## src/hw/mpd_regs.svh

```systemverilog
// Offsets, field positions, special codes and timing counts of the decoder
`ifndef MPD_REGS_SVH
`define MPD_REGS_SVH
// Notes on behaviour
// - Parameter write replaces RAM, node address excepted
// - Node address: four programmed plus three hardwired
// - Stall code zero disables, else 0.6-9.6 V
// - Three-bit selector picks paired undervoltage levels
// - Run code maps 59-800 mA, boost 81-1100
// - One bit chooses rotation direction
// - Lost link or error overflow drives safe target
// - Pattern 100 0000 00xx skips automatic safe moves
// - Safe target is 11 MSBs, two loaded zero
// - Hold code table as run, 1111 zero
// - At stop lower current from run to hold
// - Zero hold: minimum code first, then bridge off
// - Step field selects half to sixteenth stepping
// - Bank bit picks bytes 5/6 or 8/9; acceleration code and shaft bit always load from byte 5
// - Byte read with bank set returns 8/9
// - Speed code maps 99-973 full steps/s
// - Ramp code maps 49-40047 full steps/s2
// - Sleep permit set: bus timeout enters sleep
// - Permit clear: timeout stops with hold current, but enters sleep in standby/shutdown
// - Sleep command sleeps if permitted, else stops
// - New non-volatile bits act after power cycle
`define MPD_OFS_MOTOR   8'h00
`define MPD_OFS_CONFIG  8'h04
`define MPD_OFS_ADDR    8'h08
`define MPD_OFS_NVIDX   8'h0C
`define MPD_OFS_NVDATA  8'h10
`define MPD_OFS_STATUS  8'h14
`define MPD_IRUN_LSB    0
`define MPD_IHOLD_LSB   4
`define MPD_VMIN_LSB    8
`define MPD_VMAX_LSB    12
`define MPD_ACC_LSB     16
`define MPD_SHAFT_BIT   20
`define MPD_SAFE_LSB    21
`define MPD_STALL_LSB   0
`define MPD_UV_LSB      4
`define MPD_STEP_LSB    8
`define MPD_SLEEP_BIT   12
`define MPD_LOST_BIT    13
`define MPD_NV_BANK_B   4'h0
`define MPD_NV_BANK_BIT 7
`define MPD_NV_ADDR_B   4'h2
`define MPD_NV_CUR_B    4'h3
`define MPD_NV_SPD_B    4'h4
`define MPD_NV_SPA_B    4'h5
`define MPD_NV_SPB_B    4'h6
`define MPD_NV_CFG_B    4'h7
`define MPD_NV_ALTA_B   4'h8
`define MPD_NV_ALTB_B   4'h9
`define MPD_SAFE_OFF    9'h100
`define MPD_IHOLD_ZERO  4'hF
`define MPD_CLK_MHZ     25
`define MPD_DROP_NS     2000
`define MPD_DROP_CYC    ((`MPD_DROP_NS * `MPD_CLK_MHZ + 999) / 1000)
`endif

```

## src/hw/mpd_pkg.sv

```systemverilog
// Types shared by the parameter decoder modules
package mpd_pkg;
  typedef enum logic [1:0] {LD_LOAD = 2'h1, LD_READY = 2'h2} mpd_load_t;
  typedef enum logic [3:0] {
    HS_RUN  = 4'h1,
    HS_HOLD = 4'h2,
    HS_MIN  = 4'h4,
    HS_OFF  = 4'h8
  } mpd_hold_t;
  typedef enum logic [1:0] {
    GRP_A = 2'h0,
    GRP_B = 2'h1,
    GRP_C = 2'h2,
    GRP_D = 2'h3
  } mpd_group_t;
endpackage

```

## src/hw/mpd_ahb_slave.sv

```systemverilog
// AHB-Lite slave front end for the parameter registers
`timescale 1ns/1ps
`include "mpd_regs.svh"
module mpd_ahb_slave (
  input  wire logic        hclk,      // Bus clock
  input  wire logic        hresetn,   // Async reset, active low
  input  wire logic        hsel,      // Slave select
  input  wire logic [31:0] haddr,     // Address
  input  wire logic [1:0]  htrans,    // Transfer type
  input  wire logic        hwrite,    // Write when high
  input  wire logic [2:0]  hsize,     // Word only
  input  wire logic [31:0] hwdata,    // Write data
  input  wire logic        hready,    // Bus ready
  output logic             hreadyout, // Always ready
  output logic             hresp,     // Always OKAY
  output logic [31:0]      hrdata,    // Read data
  input  wire logic [31:0] rd_data,   // Register read value
  output logic [7:0]       rd_addr,   // Read address, address phase
  output logic             wr_stb,    // Write strobe, data phase
  output logic [7:0]       wr_addr,   // Write address
  output logic [31:0]      wr_data    // Write data
);
  logic take;
  logic wr_pend_reg;
  logic [7:0] wr_addr_reg;
  logic [31:0] hrdata_reg;

  // Reads sampled at the address phase so no wait state is needed
  assign take = hsel & hready & htrans[1];
  assign rd_addr = haddr[7:0];
  assign hreadyout = 1'b1;
  assign hresp = 1'b0;
  assign hrdata = hrdata_reg;
  assign wr_stb = wr_pend_reg;
  assign wr_addr = wr_addr_reg;
  assign wr_data = hwdata;

  always_ff @(posedge hclk or negedge hresetn)
    if (!hresetn)
    begin
      wr_pend_reg <= 1'b0;
      wr_addr_reg <= 8'h00;
    end
    else
    begin
      wr_pend_reg <= take & hwrite;
      if (take)
        wr_addr_reg <= haddr[7:0];
    end

  always_ff @(posedge hclk or negedge hresetn)
    if (!hresetn)
      hrdata_reg <= 32'h0;
    else if (take && !hwrite)
      hrdata_reg <= rd_data;
endmodule

```

## src/hw/mpd_hold_seq.sv

```systemverilog
// Standstill current sequencer: run, hold, minimum, bridge off
`timescale 1ns/1ps
`include "mpd_regs.svh"
module mpd_hold_seq #(
  parameter int DROP_CYC = `MPD_DROP_CYC
) (
  input  wire logic        hclk,              // Clock
  input  wire logic        hresetn,           // Async reset, active low
  input  wire logic        motor_stopped,     // Motion finished
  input  wire logic        ihold_zero,        // Hold code means zero
  output mpd_pkg::mpd_hold_t state,           // Current phase
  output logic             pwm_enable,        // Regulator on
  output logic             bridge_low_ground  // Low side grounded
);
  localparam int CW = $clog2(DROP_CYC + 1);
  mpd_pkg::mpd_hold_t st_reg;
  logic [CW-1:0] cnt_reg;

  always_ff @(posedge hclk or negedge hresetn)
    if (!hresetn)
      st_reg <= mpd_pkg::HS_RUN;
    else
      case (st_reg)
        mpd_pkg::HS_RUN:
          if (motor_stopped)
            st_reg <= ihold_zero ? mpd_pkg::HS_MIN
                                 : mpd_pkg::HS_HOLD;
        mpd_pkg::HS_HOLD:
          if (!motor_stopped)
            st_reg <= mpd_pkg::HS_RUN;
          else if (ihold_zero)
            st_reg <= mpd_pkg::HS_MIN;
        mpd_pkg::HS_MIN:
          if (!motor_stopped)
            st_reg <= mpd_pkg::HS_RUN;
          else if (cnt_reg == CW'(DROP_CYC - 1))
            st_reg <= mpd_pkg::HS_OFF;
        mpd_pkg::HS_OFF:
          if (!motor_stopped)
            st_reg <= mpd_pkg::HS_RUN;
          else if (!ihold_zero)
            st_reg <= mpd_pkg::HS_HOLD;
        default:
          st_reg <= mpd_pkg::HS_RUN;
      endcase

  always_ff @(posedge hclk or negedge hresetn)
    if (!hresetn)
      cnt_reg <= '0;
    else if (st_reg != mpd_pkg::HS_MIN)
      cnt_reg <= '0;
    else
      cnt_reg <= cnt_reg + CW'(1);

  assign state = st_reg;
  assign pwm_enable = (st_reg != mpd_pkg::HS_OFF);
  assign bridge_low_ground = (st_reg == mpd_pkg::HS_OFF);
endmodule

```

## src/hw/mpd_param_decode.sv

```systemverilog
// Motion parameter shadow registers, decoders and safe-target control
//
// The register offsets and the AHB-Lite register port were decided locally.
`timescale 1ns/1ps
`include "mpd_regs.svh"
module mpd_param_decode #(
  parameter int DROP_CYC = `MPD_DROP_CYC
) (
  input  wire logic        hclk,                 // Clock, 25 MHz
  input  wire logic        hresetn,              // Async reset, low
  input  wire logic        hsel,                 // AHB select
  input  wire logic [31:0] haddr,                // AHB address
  input  wire logic [1:0]  htrans,               // AHB transfer type
  input  wire logic        hwrite,               // AHB write
  input  wire logic [2:0]  hsize,                // AHB size
  input  wire logic [31:0] hwdata,               // AHB write data
  input  wire logic        hready,               // AHB ready in
  output logic             hreadyout,            // AHB ready out
  output logic             hresp,                // AHB response
  output logic [31:0]      hrdata,               // AHB read data
  input  wire logic [79:0] nv_image,             // Bytes 0..9
  input  wire logic [2:0]  hardwired_addr_bits,  // Pin address bits
  input  wire logic        motor_stopped,        // Motion finished
  input  wire logic        boost_en,             // Boost current active
  input  wire logic        bus_timeout,          // Link lost pulse
  input  wire logic        bus_err_overflow,     // Error count overflow
  input  wire logic        sleep_cmd,            // Bus sleep command
  input  wire logic        standby_or_shutdown,  // In standby/shutdown
  input  wire logic        goto_safe_target_cmd, // Explicit safe move
  output logic             params_ready,         // Shadow loaded
  output logic [6:0]       node_addr,            // Bus node address
  output logic             stall_detect_en,      // Motion detect on
  output logic [13:0]      stall_threshold_mv,   // Back-EMF level
  output logic [13:0]      undervolt_warn_level, // Warning level, mV
  output logic [13:0]      undervolt_recover_level, // Recovery, mV
  output logic [10:0]      coil_current_ma,      // Coil amplitude
  output logic             pwm_enable,           // Regulator on
  output logic             bridge_low_ground,    // Low side grounded
  output logic             shaft_dir,            // 1 counter-clockwise
  output logic [4:0]       microstep_div,        // 2, 4, 8 or 16
  output logic [9:0]       vmax_fsps,            // Max full steps/s
  output mpd_pkg::mpd_group_t speed_group,       // Speed group
  output logic [3:0]       vmin_code,            // Min speed factor
  output logic [15:0]      accel_fsps2,          // Ramp rate
  output logic             accel_speed_limited,  // Ramp limits speed
  output logic [15:0]      safe_target,          // Safe position
  output logic             safe_move_req,        // Go to safe, pulse
  output logic             dual_safe_allowed,    // Dual cmd may go safe
  output logic             enter_sleep,          // Sleep, pulse
  output logic             enter_stop            // Stop with hold, pulse
);
  localparam logic [10:0] RUN_MA [16] = '{
    11'h03B, 11'h047, 11'h054, 11'h064, 11'h077, 11'h08D, 11'h0A8, 11'h0C8,
    11'h0EE, 11'h11B, 11'h150, 11'h190, 11'h1DC, 11'h236, 11'h2A1, 11'h320};
  localparam logic [10:0] BST_MA [16] = '{
    11'h051, 11'h062, 11'h074, 11'h08A, 11'h0A4, 11'h0C2, 11'h0E7, 11'h113,
    11'h147, 11'h185, 11'h1CE, 11'h226, 11'h28F, 11'h30A, 11'h39D, 11'h44C};
  localparam logic [13:0] STALL_MV [16] = '{
    14'h0000, 14'h0258, 14'h0514, 14'h076C, 14'h0A28, 14'h0C80, 14'h0F3C,
    14'h1194, 14'h13EC, 14'h16A8, 14'h1900, 14'h1BBC, 14'h1E14, 14'h206C,
    14'h2328, 14'h2580};
  localparam logic [13:0] UVW_MV [8] = '{14'h170C, 14'h189C, 14'h1A2C,
    14'h1BBC, 14'h1D4C, 14'h1EDC, 14'h206C, 14'h21FC};
  localparam logic [13:0] UVR_MV [8] = '{14'h19DC, 14'h1B9E, 14'h1D60,
    14'h1F22, 14'h20DA, 14'h229C, 14'h245E, 14'h2620};
  localparam logic [9:0] VMAX_FS [16] = '{
    10'h063, 10'h088, 10'h0A7, 10'h0C5, 10'h0D5, 10'h0E4, 10'h0F3, 10'h111,
    10'h12F, 10'h14E, 10'h16C, 10'h18B, 10'h1C8, 10'h222, 10'h2D9, 10'h3CD};
  localparam logic [15:0] ACC_FS [16] = '{
    16'h0031, 16'h00DA, 16'h03EC, 16'h0E19, 16'h1854, 16'h2290, 16'h2C91,
    16'h3692, 16'h4093, 16'h4A94, 16'h557E, 16'h5F7F, 16'h6980, 16'h7382,
    16'h886D, 16'h9C6F};
  localparam logic [15:0] ACC_LIM = 16'hFE03;

  mpd_pkg::mpd_load_t ld_reg;
  mpd_pkg::mpd_hold_t hold_st;
  logic [3:0]  pa_reg, irun_reg, ihold_reg, vmin_reg, vmax_reg, acc_reg;
  logic [3:0]  stall_reg, nvidx_reg;
  logic [2:0]  hw_reg, uv_reg;
  logic [1:0]  step_reg;
  logic [10:0] safe_reg;
  logic        shaft_reg, sleep_reg, lost_reg, ready;
  logic [7:0]  rd_addr, wr_addr;
  logic [31:0] rd_data, wr_data;
  logic        wr_stb, safe_off, run_phase;
  logic [3:0]  cur_code;
  logic [7:0]  nv_a, nv_b;

  // Byte read with the alternate bank mapped over bytes 5 and 6
  function automatic logic [7:0] nv_byte(input logic [79:0] img,
                                         input logic [3:0] idx);
    logic       bank;
    logic [3:0] src;
    bank = img[8 * `MPD_NV_BANK_B + `MPD_NV_BANK_BIT];
    src = idx;
    if (bank && idx == `MPD_NV_SPA_B)
      src = `MPD_NV_ALTA_B;
    else if (bank && idx == `MPD_NV_SPB_B)
      src = `MPD_NV_ALTB_B;
    nv_byte = (idx > `MPD_NV_ALTB_B) ? 8'h00 : img[8 * src +: 8];
  endfunction

  mpd_ahb_slave u_bus (
    .hclk      (hclk),
    .hresetn   (hresetn),
    .hsel      (hsel),
    .haddr     (haddr),
    .htrans    (htrans),
    .hwrite    (hwrite),
    .hsize     (hsize),
    .hwdata    (hwdata),
    .hready    (hready),
    .hreadyout (hreadyout),
    .hresp     (hresp),
    .hrdata    (hrdata),
    .rd_data   (rd_data),
    .rd_addr   (rd_addr),
    .wr_stb    (wr_stb),
    .wr_addr   (wr_addr),
    .wr_data   (wr_data)
  );

  mpd_hold_seq #(.DROP_CYC(DROP_CYC)) u_hold (
    .hclk              (hclk),
    .hresetn           (hresetn),
    .motor_stopped     (motor_stopped),
    .ihold_zero        (ihold_reg == `MPD_IHOLD_ZERO),
    .state             (hold_st),
    .pwm_enable        (pwm_enable),
    .bridge_low_ground (bridge_low_ground)
  );

  assign ready = (ld_reg == mpd_pkg::LD_READY);
  assign nv_a = nv_byte(nv_image, `MPD_NV_SPA_B);
  assign nv_b = nv_byte(nv_image, `MPD_NV_SPB_B);

  // Image is read once after reset; later programming waits a power cycle
  always_ff @(posedge hclk or negedge hresetn)
    if (!hresetn)
      ld_reg <= mpd_pkg::LD_LOAD;
    else
      case (ld_reg)
        mpd_pkg::LD_LOAD:  ld_reg <= mpd_pkg::LD_READY;
        mpd_pkg::LD_READY: ld_reg <= mpd_pkg::LD_READY;
        default:           ld_reg <= mpd_pkg::LD_LOAD;
      endcase

  // Node address bits are loaded only, never written by software
  always_ff @(posedge hclk or negedge hresetn)
    if (!hresetn)
    begin
      pa_reg <= 4'h0;
      hw_reg <= 3'h0;
    end
    else if (!ready)
    begin
      pa_reg <= nv_image[8 * `MPD_NV_ADDR_B +: 4];
      hw_reg <= hardwired_addr_bits;
    end

  always_ff @(posedge hclk or negedge hresetn)
    if (!hresetn)
    begin
      {irun_reg, ihold_reg, vmin_reg, vmax_reg, acc_reg} <= 20'h0;
      shaft_reg <= 1'b0;
      safe_reg <= 11'h000;
    end
    else if (!ready)
    begin
      {irun_reg, ihold_reg} <= nv_image[8 * `MPD_NV_CUR_B +: 8];
      {vmax_reg, vmin_reg} <= nv_image[8 * `MPD_NV_SPD_B +: 8];
      acc_reg <= nv_image[8 * `MPD_NV_SPA_B +: 4];
      shaft_reg <= nv_image[8 * `MPD_NV_SPA_B + 4];
      safe_reg <= {nv_a[7:5], nv_b[7:2], 2'h0};
    end
    else if (wr_stb && wr_addr == `MPD_OFS_MOTOR)
    begin
      irun_reg <= wr_data[`MPD_IRUN_LSB +: 4];
      ihold_reg <= wr_data[`MPD_IHOLD_LSB +: 4];
      vmin_reg <= wr_data[`MPD_VMIN_LSB +: 4];
      vmax_reg <= wr_data[`MPD_VMAX_LSB +: 4];
      acc_reg <= wr_data[`MPD_ACC_LSB +: 4];
      shaft_reg <= wr_data[`MPD_SHAFT_BIT];
      safe_reg <= wr_data[`MPD_SAFE_LSB +: 11];
    end

  always_ff @(posedge hclk or negedge hresetn)
    if (!hresetn)
    begin
      stall_reg <= 4'h0;
      uv_reg <= 3'h0;
      step_reg <= 2'h0;
      sleep_reg <= 1'b0;
      lost_reg <= 1'b0;
    end
    else if (!ready)
    begin
      stall_reg <= nv_image[8 * `MPD_NV_ADDR_B + 4 +: 4];
      {uv_reg, step_reg} <= nv_image[8 * `MPD_NV_CFG_B + 2 +: 5];
      {lost_reg, sleep_reg} <= nv_b[1:0];
    end
    else if (wr_stb && wr_addr == `MPD_OFS_CONFIG)
    begin
      stall_reg <= wr_data[`MPD_STALL_LSB +: 4];
      uv_reg <= wr_data[`MPD_UV_LSB +: 3];
      step_reg <= wr_data[`MPD_STEP_LSB +: 2];
      sleep_reg <= wr_data[`MPD_SLEEP_BIT];
      lost_reg <= wr_data[`MPD_LOST_BIT];
    end

  always_ff @(posedge hclk or negedge hresetn)
    if (!hresetn)
      nvidx_reg <= 4'h0;
    else if (wr_stb && wr_addr == `MPD_OFS_NVIDX)
      nvidx_reg <= wr_data[3:0];

  always_comb
  begin
    rd_data = 32'h0;
    if (rd_addr == `MPD_OFS_MOTOR)
      rd_data = {safe_reg, shaft_reg, acc_reg, vmax_reg, vmin_reg,
                 ihold_reg, irun_reg};
    else if (rd_addr == `MPD_OFS_CONFIG)
      rd_data = {18'h0, lost_reg, sleep_reg, 2'h0, step_reg, 1'b0, uv_reg,
                 stall_reg};
    else if (rd_addr == `MPD_OFS_ADDR)
      rd_data = {23'h0, ready, 1'b0, node_addr};
    else if (rd_addr == `MPD_OFS_NVIDX)
      rd_data = {28'h0, nvidx_reg};
    else if (rd_addr == `MPD_OFS_NVDATA)
      rd_data = {24'h0, nv_byte(nv_image, nvidx_reg)};
    else if (rd_addr == `MPD_OFS_STATUS)
      rd_data = {17'h0, hold_st, coil_current_ma};
  end

  // Current code by standstill phase
  assign run_phase = (hold_st == mpd_pkg::HS_RUN);
  always_comb
  begin
    cur_code = irun_reg;
    if (hold_st == mpd_pkg::HS_HOLD)
      cur_code = (ihold_reg == `MPD_IHOLD_ZERO) ? 4'h0 : ihold_reg;
    else if (hold_st == mpd_pkg::HS_MIN)
      cur_code = 4'h0;
  end

  always_ff @(posedge hclk or negedge hresetn)
    if (!hresetn)
      coil_current_ma <= 11'h000;
    else if (hold_st == mpd_pkg::HS_OFF)
      coil_current_ma <= 11'h000;
    else
      coil_current_ma <= boost_en ? BST_MA[cur_code] : RUN_MA[cur_code];

  always_ff @(posedge hclk or negedge hresetn)
    if (!hresetn)
    begin
      node_addr <= 7'h00;
      stall_detect_en <= 1'b0;
      stall_threshold_mv <= 14'h0000;
      undervolt_warn_level <= 14'h0000;
      undervolt_recover_level <= 14'h0000;
      shaft_dir <= 1'b0;
      microstep_div <= 5'h02;
    end
    else
    begin
      node_addr <= {hw_reg, pa_reg};
      stall_detect_en <= (stall_reg != 4'h0);
      stall_threshold_mv <= STALL_MV[stall_reg];
      undervolt_warn_level <= UVW_MV[uv_reg];
      undervolt_recover_level <= UVR_MV[uv_reg];
      shaft_dir <= shaft_reg;
      microstep_div <= 5'(5'h02 << step_reg);
    end

  always_ff @(posedge hclk or negedge hresetn)
    if (!hresetn)
    begin
      vmax_fsps <= 10'h000;
      speed_group <= mpd_pkg::GRP_A;
      vmin_code <= 4'h0;
      accel_fsps2 <= 16'h0000;
      accel_speed_limited <= 1'b0;
    end
    else
    begin
      vmax_fsps <= VMAX_FS[vmax_reg];
      if (vmax_reg == 4'h0)
        speed_group <= mpd_pkg::GRP_A;
      else if (vmax_reg < 4'h7)
        speed_group <= mpd_pkg::GRP_B;
      else if (vmax_reg < 4'hD)
        speed_group <= mpd_pkg::GRP_C;
      else
        speed_group <= mpd_pkg::GRP_D;
      vmin_code <= vmin_reg;
      accel_fsps2 <= ACC_FS[acc_reg];
      accel_speed_limited <= ACC_LIM[acc_reg];
    end

  // Safe target handling; motion requests wait for the shadow load
  assign safe_off = (safe_reg[10:2] == `MPD_SAFE_OFF);
  always_ff @(posedge hclk or negedge hresetn)
    if (!hresetn)
    begin
      safe_target <= 16'h0000;
      safe_move_req <= 1'b0;
      dual_safe_allowed <= 1'b0;
    end
    else
    begin
      safe_target <= {safe_reg, 5'h00};
      safe_move_req <= ready & (goto_safe_target_cmd |
        (!safe_off & ((bus_timeout & lost_reg) | bus_err_overflow)));
      dual_safe_allowed <= ready & !safe_off;
    end

  always_ff @(posedge hclk or negedge hresetn)
    if (!hresetn)
    begin
      enter_sleep <= 1'b0;
      enter_stop <= 1'b0;
    end
    else
    begin
      enter_sleep <= ready & (((bus_timeout | sleep_cmd) & sleep_reg)
        | (bus_timeout & standby_or_shutdown));
      enter_stop <= ready & !sleep_reg & (sleep_cmd
        | (bus_timeout & !standby_or_shutdown));
    end

  assign params_ready = ready;
endmodule

```

## config.mk

```make
export PLATFORM = sky130hd
export DESIGN_NAME = mpd_param_decode
export DESIGN_NICKNAME = d
export VERILOG_FILES = /design/src/hw/mpd_pkg.sv /design/src/hw/mpd_ahb_slave.sv /design/src/hw/mpd_hold_seq.sv /design/src/hw/mpd_param_decode.sv
export VERILOG_INCLUDE_DIRS = /design/src /design/src/hw
export SDC_FILE = /design/constraint.sdc
export NUM_CORES = 1
export LEC_CHECK = 0
export BUFFER_PORTS_ARGS = -buffer_cell sky130_fd_sc_hd__buf_2
export CELL_PAD_IN_SITES_DETAIL_PLACEMENT = 0
export CELL_PAD_IN_SITES_GLOBAL_PLACEMENT = 2
export CORE_MARGIN = 3
export CORE_UTILIZATION = 34
export CTS_CLUSTER_SIZE = 14
export DETAILED_ROUTE_END_ITERATION = 10
export PLACE_DENSITY = 0.83
export SLEW_MARGIN = 15
export SYNTH_ARGS = -nofsm -noshare
export SYNTH_HDL_FRONTEND = slang
export SYNTH_SLANG_ARGS = --single-unit
```

## constraint.sdc

```tcl
create_clock -name hclk -period 9 [get_ports hclk]
set_clock_uncertainty 0.15 [all_clocks]
set_input_delay 0.45 -clock hclk [delete_from_list [all_inputs] [get_ports hclk]]
set_output_delay 0.45 -clock hclk [all_outputs]
set_load 0.01 [all_outputs]
```

== After elaboration in Yosys (flattened, before gate mapping) ==
Memory sizes are Yosys's and may differ from the RTL's. A register that Yosys moved wholly into a read port is not among the register bits.
Index checks and enable logic that the tools add are counted.
Storage, ports and cells
  flip-flop bits (word level): 153
  ROM bits: 1232
  input bits: 164
  output and inout bits: 157
  word-level logic and storage cells: 184
  memories: 8
Memory list
  (no name shown): words 16, width 16, read ports 1, clocked after memory_dff 1, wr ports 0, line mpd_param_decode.sv:298  | accel_fsps2 <= ACC_FS[acc_reg];
  (no name shown): words 16, width 14, read ports 1, clocked after memory_dff 1, wr ports 0, line mpd_param_decode.sv:270  | stall_threshold_mv <= STALL_MV[stall_reg];
  (no name shown): words 16, width 11, read ports 1, clocked after memory_dff 0, wr ports 0, line mpd_param_decode.sv:253  | coil_current_ma <= boost_en ? BST_MA[cur_code] : RUN_MA[cur_code];
  (no name shown): words 16, width 11, read ports 1, clocked after memory_dff 0, wr ports 0, line mpd_param_decode.sv:253
  (no name shown): words 16, width 10, read ports 1, clocked after memory_dff 1, wr ports 0, line mpd_param_decode.sv:288  | vmax_fsps <= VMAX_FS[vmax_reg];
  (no name shown): words 8, width 14, read ports 1, clocked after memory_dff 1, wr ports 0, line mpd_param_decode.sv:272  | undervolt_recover_level <= UVR_MV[uv_reg];
  +2 memories
Operators by class
  add/sub/neg operators: 1
  magnitude comparators: 4
  equal/unequal tests: 26
  shift operators: 4
  mux-type cells: 63
  bitwise gates (word level): 23
  reductions and logical operators: 22
Operators with widths (count)
  80-bit by 8-bit indexed part select with 8-bit output: 3
  4-bit 2-to-1 mux: 31
  11-bit 2-to-1 mux: 8
  15-bit 2-to-1 mux: 5
  32-bit 2-to-1 mux: 1
  8-bit by 4-bit == test with 1-bit output, second input constant: 3
  4-bit inverter with 5-bit output: 4
  8-bit by 3-bit == test with 1-bit output, second input constant: 2
  8-bit by 5-bit == test with 1-bit output, second input constant: 2
  8-bit logical NOT: 2
  4-bit case mux with 4 select lines: 1
  1-bit bitwise AND: 13
  4-bit by 3-bit == test with 1-bit output, second input constant: 3
  1-bit logical NOT: 10
  2-bit 2-to-1 mux: 5
  9-bit == test, second input constant: 1
  3-bit 2-to-1 mux: 3
  4-bit == test, second input constant: 2
  8-bit 2-to-1 mux: 1
  1-bit 2-to-1 mux: 7
  6-bit by 1-bit adder with 6-bit output, second input constant: 1
  6-bit == test, second input constant: 1
  1-bit logical AND: 6
  6-bit 2-to-1 mux: 1
  21 further kinds: 27

== Longest topological paths before layout ==
  depth in word-level cells: 16
  gate-level depth with buffers: 10
  gate-level depth less buffers: 8

== Modules after synthesis ==
Synthesis repeated with hierarchy kept, for this count alone.
Unflattened totals
  cell total of the unflattened synthesis: 1125
  area, all modules: 11618.6 µm²
Modules (own cells, without submodules)
  mpd_param_decode: instances 1, cells each 942, area an instance 9082.5 µm², sequential area each 3931.3 µm²
  mpd_ahb_slave: instances 1, cells each 132, area an instance 1986.9 µm², sequential area each 1026.0 µm²
  mpd_hold_seq: instances 1, cells each 51, area an instance 549.3 µm², sequential area each 251.5 µm²

== Worst setup path after synthesis ==
OpenSTA, ideal clock, no wires.
  kind: reg2reg
  start point: reg u_hold.st_reg[3] (netlist: u_hold.state[3])
  end point: reg coil_current_ma[7]
  setup time: 0.087 ns
  data arrival time: 2.991 ns
  required time: 8.763 ns
  slack: 5.772 ns
  cell stages (with the launch flop): 11
  path buffers: 2
  period minus slack after synthesis: 3.228 ns
  cell sequence: dfrtp_1 > or4b_1 > buf_6 > and2_4 > buf_6 > a22oi_1 > inv_1 > ha_1 > mux2_4 > mux2_4 > a211oi_2
On the way
  word-level cells in the longest chain between the ends: 9
  elaborated cells on any way between the ends: 14
  those cells by class: eq/ne: 3; mux: 8; bitwise: 1; memory: 2
RTL lines
  from (decl): line mpd_hold_seq.sv:16  | mpd_pkg::mpd_hold_t st_reg;
  from (signal assigned): line mpd_hold_seq.sv:21  | st_reg <= mpd_pkg::HS_RUN;
  from (signal assigned): line mpd_hold_seq.sv:26  | st_reg <= ihold_zero ? mpd_pkg::HS_MIN
  from (signal assigned): line mpd_hold_seq.sv:30  | st_reg <= mpd_pkg::HS_RUN;
  4-bit by 3-bit == test with 1-bit output: line mpd_param_decode.sv:243  | else if (hold_st == mpd_pkg::HS_MIN)
  4-bit 2-to-1 mux: line mpd_param_decode.sv:243
  4-bit 2-to-1 mux: line mpd_param_decode.sv:241  | if (hold_st == mpd_pkg::HS_HOLD)
  4-bit inverter with 5-bit output (not written as such): line mpd_param_decode.sv:253
  memory read 16 x 11 bit
  11-bit 2-to-1 mux (not written as such) (2 in a row): line mpd_param_decode.sv:253
  11-bit 2-to-1 mux: line mpd_param_decode.sv:253
  11-bit 2-to-1 mux *: line mpd_param_decode.sv:250  | else if (hold_st == mpd_pkg::HS_OFF)
  to (signal assigned): line mpd_param_decode.sv:253
  to (decl): line mpd_param_decode.sv:36  | output logic [10:0] coil_current_ma,
Every way passes the cells marked *; elsewhere a longest branch is shown, timed or not. The select of a mux whose other input is x is not followed.
A chain may end at the register's enable or synchronous reset.

== Worst setup path in the final report ==
Ends and elaborated chain as after synthesis.

==> out/qor.csv <==
stage,metric,value,unit
outcome,status,completed,
power,Pint,1920,uW
timing,worst-margin pin slew,1150,ps
synthesis,Unique masters post-synth,76,
worst_setup_path,reg-to-reg critical path startpoint,u_hold.state[3],
power,P_sw,845,uW
clock_tree,"Hold-fix buffers, CTS",4,
drt,First DRT Iteration DRCs,626,
worst_setup_path,CP Launch Type,register,
global_routing,first-pass GRT wire length,54800,um
global_routing,final global-route overflow total,0,
timing,period utilization,0.413,
clock_tree,root buffer cell,clkbuf_16,
floorplan,I/O Pins,321,
timing,Fin Setup TNS,0,ps
drt,Final ANT Viol Nets,0,
worst_setup_path,worst path required time,9280,ps
worst_setup_path,Critical Path Sink Type,register,
finish,footprint of the multi-input gates,4990,um2
clock_tree,TritonCTS clock tree,yes,
global_routing,initial antenna violation count,2,
finish,register area,5210,um2
drt,average routed wire per standard cell,21.7,um
drt,drt total wl,36700,um
timing,Fin. Hold Viols,0,
flow_run,Max Cap Violations,0,
drt,drt pass-1 iters,5,
clock_tree,Worst-path clk slew,60,ps
place,GP Congestion,0.863,
timing,final-report max-slew violation count,0,
worst_setup_path,"Arr. time, crit path",3990,ps
floorplan,Horiz. Die Dim,183,um
floorplan,CORE AREA,30700,um2
timing,Final setup viols,0,
synthesis,post-synthesis average cell area,10.4,um2
drt,remaining routing DRC violations,0,
drt,Vias/cell,5.19,
floorplan,initial core utilization,0.348,
power,Power Total,2760,uW
clock_tree,CTS Sinks,208,
finish,Largest register FFs,32,
worst_setup_path,reg-to-reg endpoint,coil_current_ma[7],
clock_tree,H-tree levels,1,
floorplan,Rows,64,
clock_tree,Resized cells post-CTS,0,
synthesis,number of synthesized register bits,208,
worst_setup_path,CP max FO,9,
finish,# fillers,3059,
power,LEAKAGE,0.00626,uW
synthesis,ys async rst share,1.00,
floorplan,Die Ht,183,um
global_routing,Overall Global Routing Usage,0.213,
synthesis,"EDFF count, synth",0,
power,sw frac,0.306,
power,pwr dens,210,nW/um2
power,worst vdd ir,0.115,mV
worst_hold_path,worst hold path type,primary input to register,
clock_tree,CTS max path bufs,3,
worst_hold_path,WHS Endpoint,u_bus.wr_addr[7],
synthesis,sequential area share after synthesis,0.487,
timing,worst hold slack,33.0,ps
worst_setup_path,Reg2Reg Depth,8,
clock_tree,cts bufs inserted,25,
timing,final worst path period need,3720,ps
power,Clock power frac,0.374,
worst_hold_path,Hold Startpoint,haddr[7],
timing,RSZ-0062 raised after global routing,no,
timing,Max Clock Freq,0.269,GHz
finish,Syn-to-layout area delta,23.2,%
power,Seq pwr share,0.415,
drt,vias after detailed routing,8765,
place,IO Port Bufs,279,
finish,share of cells above drive strength 1,0.297,
place,hpwl dp,27600,um
global_routing,vias in the first global route,8797,
synthesis,Synth Instances,1026,
clock_tree,clk_lat worst skew,510,ps
synthesis,synthesized area,10700,um2
synthesis,Synth Warn #,0,
worst_setup_path,Setup Crit Path Kind,register to register,
worst_setup_path,Worst R2R Setup Slack,5280,ps
floorplan,full die area,33600,um2
worst_hold_path,Hold Path Cell Cnt,2,
clock_tree,Post-CTS Setup Inserts,0,
finish,fin nets,1476,
global_routing,largest net degree at the start of global routing,80,
power,Logic pwr share,0.211,
timing,slew margin rel.,0.233,
synthesis,ys flop type,dfrtp_1,
synthesized netlist by cell type, drive strengths merged (3+ instances only):
library cell,n,area (um2)
a2111oi,4,35.0
a211oi,20,155
a21o,5,37.5
a21oi,94,470
a22o,16,140
a22oi,14,129
a31oi,8,50.1
and2,6,40.0
and3,5,31.3
buf,41,267
clkbuf,42,158
dfrtp,205,5130
dfstp,3,78.8
ha,40,500
inv,34,128
mux2,32,368
mux2i,80,801
mux4,7,158
nand2,62,233
nand2b,13,81.3
nand3,15,75.1
nand3b,3,22.5
nor2,96,363
nor2b,25,156
nor3,15,80.1
nor4,3,18.8
o211a,6,60.1
o211ai,12,90.1
o21a,3,22.5
o21ai,43,215
o221ai,5,43.8
o22a,3,26.3
o22ai,12,75.1
o2bb2ai,3,26.3
o31ai,5,37.5
xnor2,7,61.3
xor2,4,35.0
layout by cell type (no fill, tap or decap), drive strengths merged, types with 5 or more instances in the layout:
master / instances
ha: 40
a22o: 16
mux2i: 80
nor3: 15
nand2: 62
o21ai: 43
nand3: 15
nand2b: 13
o211a: 6
mux4: 7
o221ai: 5
nor2: 96
and2: 6
a21o: 5
and3: 5
a211oi: 20
conb: 14
o31ai: 5
o211ai: 12
o22ai: 12
dfrtp: 205
clkbuf: 37
a22oi: 14
xnor2: 7
mux2: 32
a31oi: 8
a21oi: 94
nor2b: 25
buf: 285
inv: 35
critical path, cell delays in order (launching register included):
cell and delay (ps):
dfrtp_1 450, or4b_1 730, and2_4 250, a22oi_1 620, inv_1 360, ha_1 320
mux2_4 280, mux2_4 270, a211oi_2 200
stage by stage:
step	cell area (um2)	cells	setup slack, ps	util
final	13200	1689	5280	0.428
after global routing	13200	1686	5160	0.428
after CTS	13200	1686	5320	0.428
after detailed placement	12300	1637	5350	0.399
after global placement	12300	1637	5370	0.399
after floorplan	10700	1038	5770	-
area by class of cell:
cell class | count | area share
Clock buffer | 36 | 0.0560
Clock inverter | 9 | 0.00789
Multi-Input combinational cell | 713 | 0.379
Antenna cell | 3 | 0.000570
Tap cell | 396 | 0.0376
Timing Repair Buffer | 290 | 0.114
Inverter | 34 | 0.00969
Sequential cell | 208 | 0.396
layer usage:
layer | up-vias | GRT usage | routed length (um)
met5 | - | 0 | 11
met4 | 2 | 0.0536 | 828
met3 | 43 | 0.0472 | 2630
met2 | 295 | 0.352 | 17200
met1 | 4281 | 0.286 | 16100
li1 | 4144 | - | -
worst max-delay path by stage:
| stage | from | endpoint | slack (ps) | cells after the start |
|---|---|---|---|---|
| floorplan | u_hold.state[3] | coil_current_ma[7] | 5770 | 10 |
| global placement | u_hold.state[3] | coil_current_ma[7] | 5370 | 8 |
| detailed placement | u_hold.state[3] | coil_current_ma[7] | 5350 | 8 |
| CTS | u_hold.state[3] | coil_current_ma[7] | 5320 | 8 |
| global route | u_hold.state[1] | coil_current_ma[7] | 5160 | 8 |
| finish | u_hold.state[3] | coil_current_ma[7] | 5280 | 8 |
power by group through the flow:
| stage | Sequential [uW] | Clock [uW] | Combinational, uW |
|---|---|---|---|
| CTS | 1140 | 1060 | 588 |
| detailed placement | 1160 | 0 | 583 |
| floorplan | 1150 | 0 | 351 |
| finish | 1150 | 1030 | 583 |
| global route | 1160 | 1100 | 649 |
| global placement | 1160 | 0 | 579 |
logic make-up (layout without fill, tap and decap cells):
group	count (synthesis)	in the layout	synth area share
mux	119	119	0.124
xor+xnor	11	11	0.00901
simple gates	256	256	0.112
other cells	2	17	0.000703
fa+ha+maj	40	40	0.0468
flops	208	208	0.487
buf+inv	117	369	0.0516
compound gates	273	273	0.168
No activity file was read; power rests on OpenSTA's default activity.
